===== config.mk =====
export PLATFORM = sky130hd
export DESIGN_NAME = frp_flash_range_protection
export DESIGN_NICKNAME = d
export VERILOG_FILES = /design/src/hw/frp_pkg.sv /design/src/hw/frp_flash_range_protection.sv
export SDC_FILE = /design/constraint.sdc
export NUM_CORES = 1
export LEC_CHECK = 0
export ABC_CLOCK_PERIOD_IN_PS = 2400
export BUFFER_PORTS_ARGS = -buffer_cell sky130_fd_sc_hd__buf_2
export CAP_MARGIN = 15
export CORE_UTILIZATION = 43
export CTS_BUF_LIST = sky130_fd_sc_hd__clkbuf_8
export CTS_CLUSTER_DIAMETER = 200
export DETAILED_ROUTE_END_ITERATION = 7
export PLACE_DENSITY_LB_ADDON = 0.25
export SETUP_SLACK_MARGIN = 0.15
export SLEW_MARGIN = 20
export SYNTH_ARGS = -nofsm -noshare
export SYNTH_HDL_FRONTEND = slang
export SYNTH_SLANG_ARGS = --single-unit

===== constraint.sdc =====
create_clock -name clk_i -period 2.4 [get_ports clk_i]
set_input_delay 0.72 -clock clk_i [delete_from_list [all_inputs] [get_ports clk_i]]
set_output_delay 0.72 -clock clk_i [all_outputs]
set_load 0.02 [all_outputs]

===== src/hw/frp_pkg.sv =====
`default_nettype none
package frp_pkg;
    // ==================================================================
    // Register map (byte addresses on the APB slave)
    localparam logic [7:0] CFG_OFS         = 8'h00;
    localparam logic [7:0] STAT_OFS        = 8'h04;
    localparam logic [7:0] MASK_OFS        = 8'h08;
    localparam logic [7:0] STATE_OFS       = 8'h0c;
    // ==================================================================
    // Field positions of protection_config
    localparam int         POL_BIT         = 7;
    localparam int         SPARE_BIT       = 6;
    localparam int         UDIS_BIT        = 5;
    localparam int         LDIS_BIT        = 2;
    localparam logic [7:0] CFG_RST         = 8'hff;
    localparam logic       MASK_RST        = 1'b0;
    // ==================================================================
    // Flash map constants
    localparam logic [15:0] PROT_BYTE_ADDR = 16'hff0d;
    localparam logic [15:0] LO_BASE        = 16'h4000;
    localparam logic [63:0] HI_START       = 64'hc000_e000_f000_f800;
    localparam logic [63:0] LO_END         = 64'h5fff_4fff_47ff_43ff;
    // Row per source scenario, one bit per allowed target scenario
    localparam logic [63:0] ALLOWED        = 64'hff5a_3c18_080c_0a0f;
    typedef enum logic {
        FRP_LOAD = 1'b0,
        FRP_RUN  = 1'b1
    } frp_state_type;
endpackage : frp_pkg
`default_nettype wire


===== src/hw/frp_flash_range_protection.sv =====
// Summary of operation
// Upper-window disable 0 enables the upper window, 1 removes it.
// Upper size field is writable only while upper disable is set.
// Lower-window disable 0 enables the lower window, 1 removes it.
// Lower size field is writable only while lower disable is set.
// Polarity 1: enabled windows protected; both disabled protects nothing.
// Polarity 0 with both windows disabled protects the whole array.
// Polarity 0: enabled windows open, everything else protected.
// Upper size 0..3 starts at f800, f000, e000, c000, ends at ffff.
// Lower size 0..3 starts at 4000, ends at 43ff, 47ff, 4fff, 5fff.
// Software may change the setting once it has been loaded.
// A write asking for a forbidden scenario leaves the register alone.
// Reading the register returns the scenario in force.
// Only transitions of the allowed-scenario table are taken.
// Software keeps the spare bit six erased.
// Polarity may go from 1 to 0 only, never back.
// After reset the setting is loaded from flash byte ff0d.
// Protected program/erase or guarded mass erase sets the violation flag.
// Scenario number is polarity, upper disable, lower disable.
// Once loaded, the protection decision follows the current register contents.
`timescale 1ns/1ps
`default_nettype none
module frp_flash_range_protection (
    input  wire logic        clk_i,
    input  wire logic        rst_i,
    input  wire logic        ce_i,
    input  wire logic        psel_i,
    input  wire logic        penable_i,
    input  wire logic        pwrite_i,
    input  wire logic [7:0]  paddr_i,
    input  wire logic [31:0] pwdata_i,
    output logic      [31:0] prdata_o,
    output logic             pready_o,
    output logic             pslverr_o,
    output logic             flash_rd_req_o,
    output logic      [15:0] flash_rd_addr_o,
    input  wire logic        flash_rd_valid_i,
    input  wire logic [7:0]  flash_rd_data_i,
    input  wire logic        cmd_valid_i,
    input  wire logic        cmd_pgm_ers_i,
    input  wire logic        cmd_mass_i,
    input  wire logic [15:0] cmd_addr_i,
    output logic             prot_hit_o,
    output logic             irq_o
);
    // ==================================================================
    // State
    typedef struct packed {
        frp_pkg::frp_state_type st;
        logic [7:0]             cfg;
        logic                   viol;
        logic                   mask;
        logic                   pready;
        logic                   pslverr;
        logic [31:0]            prdata;
        logic                   irq;
        logic                   rd_req;
        logic                   hit;
    } frp_regs_type;

    frp_regs_type r_r;
    frp_regs_type r_nxt;

    // ==================================================================
    // Decoding helpers
    function automatic logic [2:0] scen(input logic [7:0] c);
        scen = {c[frp_pkg::POL_BIT], c[frp_pkg::UDIS_BIT],
                c[frp_pkg::LDIS_BIT]};
    endfunction : scen

    function automatic logic in_windows(input logic [7:0]  c,
                                        input logic [15:0] a);
        logic [15:0] hs;
        logic [15:0] le;
        hs = frp_pkg::HI_START[16*c[4:3] +: 16];
        le = frp_pkg::LO_END[16*c[1:0] +: 16];
        in_windows = (!c[frp_pkg::UDIS_BIT] && a >= hs) ||
                     (!c[frp_pkg::LDIS_BIT] && a >= frp_pkg::LO_BASE &&
                      a <= le);
    endfunction : in_windows

    function automatic logic is_prot(input logic [7:0]  c,
                                     input logic [15:0] a);

        is_prot = c[frp_pkg::POL_BIT] ? in_windows(c, a)
                                      : !in_windows(c, a);
    endfunction : is_prot

    function automatic logic any_prot(input logic [7:0] c);
        any_prot = (scen(c) != 3'h7);
    endfunction : any_prot

    // {mapped, index}
    function automatic logic [2:0] map(input logic [7:0] a);
        case (a)
            frp_pkg::CFG_OFS:   map = 3'h4;
            frp_pkg::STAT_OFS:  map = 3'h5;
            frp_pkg::MASK_OFS:  map = 3'h6;
            frp_pkg::STATE_OFS: map = 3'h7;
            default:            map = 3'h0;
        endcase
    endfunction : map

    // ==================================================================
    // Combinational next state
    logic       setup;
    logic       wr;
    logic [2:0] wmap;
    logic [2:0] rmap;
    logic       viol_ev;
    logic [7:0] cand;
    logic       loaded;

    assign setup   = psel_i && !penable_i;
    assign wr      = psel_i && penable_i && r_r.pready && pwrite_i;
    assign wmap    = map(paddr_i);
    assign rmap    = map(paddr_i);
    assign loaded  = (r_r.st == frp_pkg::FRP_RUN);
    // Until the byte is loaded, treat every address as protected
    assign viol_ev = cmd_valid_i &&
                     ((cmd_pgm_ers_i &&
                       (!loaded || is_prot(r_r.cfg, cmd_addr_i))) ||
                      (cmd_mass_i && (!loaded || any_prot(r_r.cfg))));

    always_comb begin
        r_nxt = r_r;
        cand  = pwdata_i[7:0];
        // The spare bit is nonvolatile and never changed by a bus write
        cand[frp_pkg::SPARE_BIT] = r_r.cfg[frp_pkg::SPARE_BIT];
        if (!r_r.cfg[frp_pkg::UDIS_BIT]) begin
            cand[4:3] = r_r.cfg[4:3];
        end
        if (!r_r.cfg[frp_pkg::LDIS_BIT]) begin
            cand[1:0] = r_r.cfg[1:0];
        end
        if (ce_i) begin
            // Zero-wait slave with one registered stage: pready in access
            r_nxt.pready  = setup;
            r_nxt.pslverr = setup && !rmap[2];
            r_nxt.hit     = !loaded || is_prot(r_r.cfg, cmd_addr_i);
            if (setup) begin
                case (rmap)
                    3'h4:    r_nxt.prdata = {24'h0, r_r.cfg};
                    3'h5:    r_nxt.prdata = {31'h0, r_r.viol};
                    3'h6:    r_nxt.prdata = {31'h0, r_r.mask};
                    3'h7:    r_nxt.prdata = {28'h0, loaded, scen(r_r.cfg)};
                    default: r_nxt.prdata = 32'h0;
                endcase
            end
            if (wr && wmap == 3'h6) begin
                r_nxt.mask = pwdata_i[0];
            end
            // Set wins over the write-one clear
            r_nxt.viol = (r_r.viol && !(wr && wmap == 3'h5 && pwdata_i[0]))
                         || viol_ev;
            case (r_r.st)
                frp_pkg::FRP_LOAD: begin
                    if (flash_rd_valid_i) begin
                        r_nxt.cfg    = flash_rd_data_i;
                        r_nxt.st     = frp_pkg::FRP_RUN;
                        r_nxt.rd_req = 1'b0;
                    end
                end
                frp_pkg::FRP_RUN: begin
                    // Polarity 0->1 is absent from the table, so refused
                    if (wr && wmap == 3'h4 &&
                        frp_pkg::ALLOWED[{scen(r_r.cfg), scen(cand)}]) begin
                        r_nxt.cfg = cand;
                    end
                end
                default: r_nxt.st = frp_pkg::FRP_LOAD;
            endcase
            r_nxt.irq = r_nxt.viol && r_nxt.mask;
        end
    end

    // ==================================================================
    // Registers
    always_ff @(posedge clk_i) begin
        if (rst_i) begin
            r_r.st      <= frp_pkg::FRP_LOAD;
            r_r.cfg     <= frp_pkg::CFG_RST;
            r_r.viol    <= 1'b0;
            r_r.mask    <= frp_pkg::MASK_RST;
            r_r.pready  <= 1'b0;
            r_r.pslverr <= 1'b0;
            r_r.prdata  <= 32'h0;
            r_r.irq     <= 1'b0;
            r_r.rd_req  <= 1'b1;
            r_r.hit     <= 1'b1;
        end else begin
            r_r <= r_nxt;
        end
    end

    assign prdata_o        = r_r.prdata;
    assign pready_o        = r_r.pready;
    assign pslverr_o       = r_r.pslverr;
    assign flash_rd_req_o  = r_r.rd_req;
    assign flash_rd_addr_o = frp_pkg::PROT_BYTE_ADDR;
    assign prot_hit_o      = r_r.hit;
    assign irq_o           = r_r.irq;

    logic [2:0] scen_now;
    assign scen_now = scen(r_r.cfg);
endmodule : frp_flash_range_protection
`default_nettype wire


==> impl_results.md <==
- Slew Limit Fails: 0
- Tcrit/Tclk final: 88.8%
- Rows: 23
- H-tree lvl count: 1
- Routed WL: 3890 um
- Port Buffers: 61
- Cell taking the most area after synthesis: dfxtp_1
- Drt pass-1 iters: 4
- Worst EP required: 2.60 ns
- Final Setup Violations: 0
- Share of cells above drive strength 1: 30.6%
- Crit Path Max Fanout: 2
- Leak Pwr: 1.05 nW
- Peak supply drop: 0.278 mV
- Least-Margin Pin Slew: 0.532 ns
- PD cells: 454 nW/um^2
- Syn. warnings: 0
- Setup WS post-layout: 0.269 ns
- Diode count: 0
- Core ar.: 4090 um^2
- Final Hold Viols: 0
- CTS Buf Count: 3
- Sequential share of the synthesized area: 25.6%
- Seq pwr share: 46.1%
- Setup TNS: 0 ns
- CTS tree: built
- Post-place setup slack: 0.0597 ns
- Post-synth EDFFs: 0
- Critical path endpoint category: flip-flop
- Gr ovfl total: 0
- Total GRT Usage: 17.3%
- Final nets: 361
- Area of the mapped netlist: 1880 um^2
- Reg-to-reg setup timing slack: 0.33 ns
- Vias in the first global route: 1367
- Area share of the largest cell type after synthesis: 25.6%
- Clock Skew: 0.00244 ns
- Mapped Avg Cell Area: 8.32 um^2
- Die Y: 68.1 um
- Net Sw Frac: 31.7%
- GP Congestion: 0.827
- Root Buffer: clkbuf_8
- Largest net degree at the start of global routing: 32
- Status: finished, final reports clean
- # IOs: 127
- Post-synth ARST share: 0%
- Fmax: 469 MHz
- Logic pwr share: 25.2%
- Crit path capture: irq_o
- First-pass GRT wire length: 6130 um
- Fill cells: 421
- Area delta synth->final: 11.8%
- Post-CTS Hold Buffers: 0
- CP Class: in -> reg
- Hold depth: 1
- Initial core utilization: 46.0%
- Longest Clk Path Bufs: 2
- Reg-to-Reg Start: r_r[42]
- Synth Instances: 226
- Worst R2R Path Depth: 8
- Cell with the most instances after synthesis: buf_4
- Synth unique cells: 45
- Via Count: 1615
- Hold Crit Class: reg -> reg
- Clk network pwr share: 28.7%
- Routed len/inst: 11.9 um
- Post-layout min period: 2.13 ns
- Sw Pwr: 0.303 mW
- CTS sink cnt: 24
- Synth Flop Type: dfxtp_1
- Dominant cells by area after synthesis: dfxtp_1, buf_4, ha_1
- Data arrival time of the critical path: 2.33 ns
- Skew-Pair Late Insertion Delay: 0.26 ns
- Vias/cell: 4.92
- Slew margin rel.: 64.5%
- Reg2reg end: irq_o
- Clock-pin slew on the worst setup and hold paths: 0.08 ns
- Beginning of the critical path: cmd_addr_i[15]
- ANT nets after route: 0
- Antenna violations before repair: 0
- Die Span X: 68.1 um
- CP startpoint kind: primary input
- Die area: 4640 um^2
- RSZ-0062 raised after global routing: false
- Iteration-0 DRC Markers: 55
- Drt drc: 0
- Top cells by count, synth: buf_4, dfxtp_1, nor2_1
- Maxcap violations: 0
- Hpwl dp: 3010 um
- Seq cells post-synth: 24
- Int Power: 0.651 mW
==> kinds of logic (layout without fill, tap and decap cells) <==
kind of cell	Yosys count	in the layout	share of synthesized area, %
adder cells (fa/ha/maj)	8	8	5.33
multiplexers	9	9	5.46
AND/OR/NAND/NOR	72	72	21.6
flip-flops	24	24	25.6
other	2	40	0.400
AO/OA/AOI/OAI	49	49	19.6
buffers and inverters	62	76	22.0
==> critical path, cell delays in order <==
cell,delay [ns]
buf_2,0.11
or4b_1,0.54
a21oi_1,0.24
a2111oi_2,0.10
buf_4,0.15
a211oi_2,0.24
o21ai_1,0.09
a21oi_1,0.13
==> layer usage <==
metal,vias up,routed length (um),track usage (%)
met2,70,1780,27.3
met1,717,1810,23.6
li1,824,-,-
met5,-,0,0
met3,4,254,4.00
met4,0,37,3.91
==> flip-flops by register name, summed over array words and instances (netlist names) <==
register,cells
r_r,9
irq_o,1
prot_hit_o,1
cand,1
pslverr_o,1
loaded,1
prdata_o,8
pready_o,1
flash_rd_req_o,1
==> worst min path at each step <==
stage,to,from,slack (ns)
floorplan,cand[6],cand[6],0.44
global placement,flash_rd_req_o,flash_rd_req_o,0.43
detailed placement,flash_rd_req_o,flash_rd_req_o,0.44
CTS,flash_rd_req_o,flash_rd_req_o,0.47
global route,irq_o,irq_o,0.49
finish,flash_rd_req_o,flash_rd_req_o,0.46
==> metrics by stage <==
step	area [um^2]	instances	hold slack [ns]	total power, mW	util [%]
floorplan	2020	264	0.438	0.657	-
global placement	2040	324	0.434	0.684	49.8
detailed placement	2040	324	0.437	0.686	49.8
CTS	2090	328	0.466	0.960	51.2
global route	2100	328	0.495	1.02	51.4
finish	2100	328	0.458	0.954	51.4
==> cells in the final DEF, fill, tap and decap left out, types with 2 or more instances in the layout <==
master	n
a211o_1	2
a211oi_1	2
a211oi_2	3
a21o_1	2
a21oi_1	13
a221oi_1	7
a22oi_1	8
and2_1	5
and3b_1	3
buf_2	61
buf_4	5
clkbuf_8	4
conb_1	40
dfxtp_1	24
ha_1	8
inv_1	6
mux2i_1	8
nand2_1	11
nand2_2	2
nand3b_1	2
nand4_1	6
nor2_1	24
nor2b_1	3
nor3_1	6
o21bai_1	2
or2_2	2
==> layout make-up <==
type	instances	area [um^2]	area share, %
clock buffer	4	55.1	2.62
inverter	6	22.5	1.07
multi-input combinational	178	1140	54.1
sequential	24	480	22.9
tap	50	62.6	2.98
timing repair buffer	66	343	16.3
==> power by group through the flow <==
stage                     logic (mW)  clock network [mW]  registers [mW]
after floorplan                0.219                   0           0.438
after global placement         0.235                   0           0.449
after detailed placement       0.237                   0           0.449
after CTS                      0.238               0.282           0.440
after global routing           0.270               0.302           0.444
final                          0.240               0.274           0.440
==> timing repair <==
item,4_1_cts,5_1_grt
setup buffers,0,0
setup endpoints to repair,0,1
gates resized for setup,0,2
No activity file was read; power rests on OpenSTA's default activity.
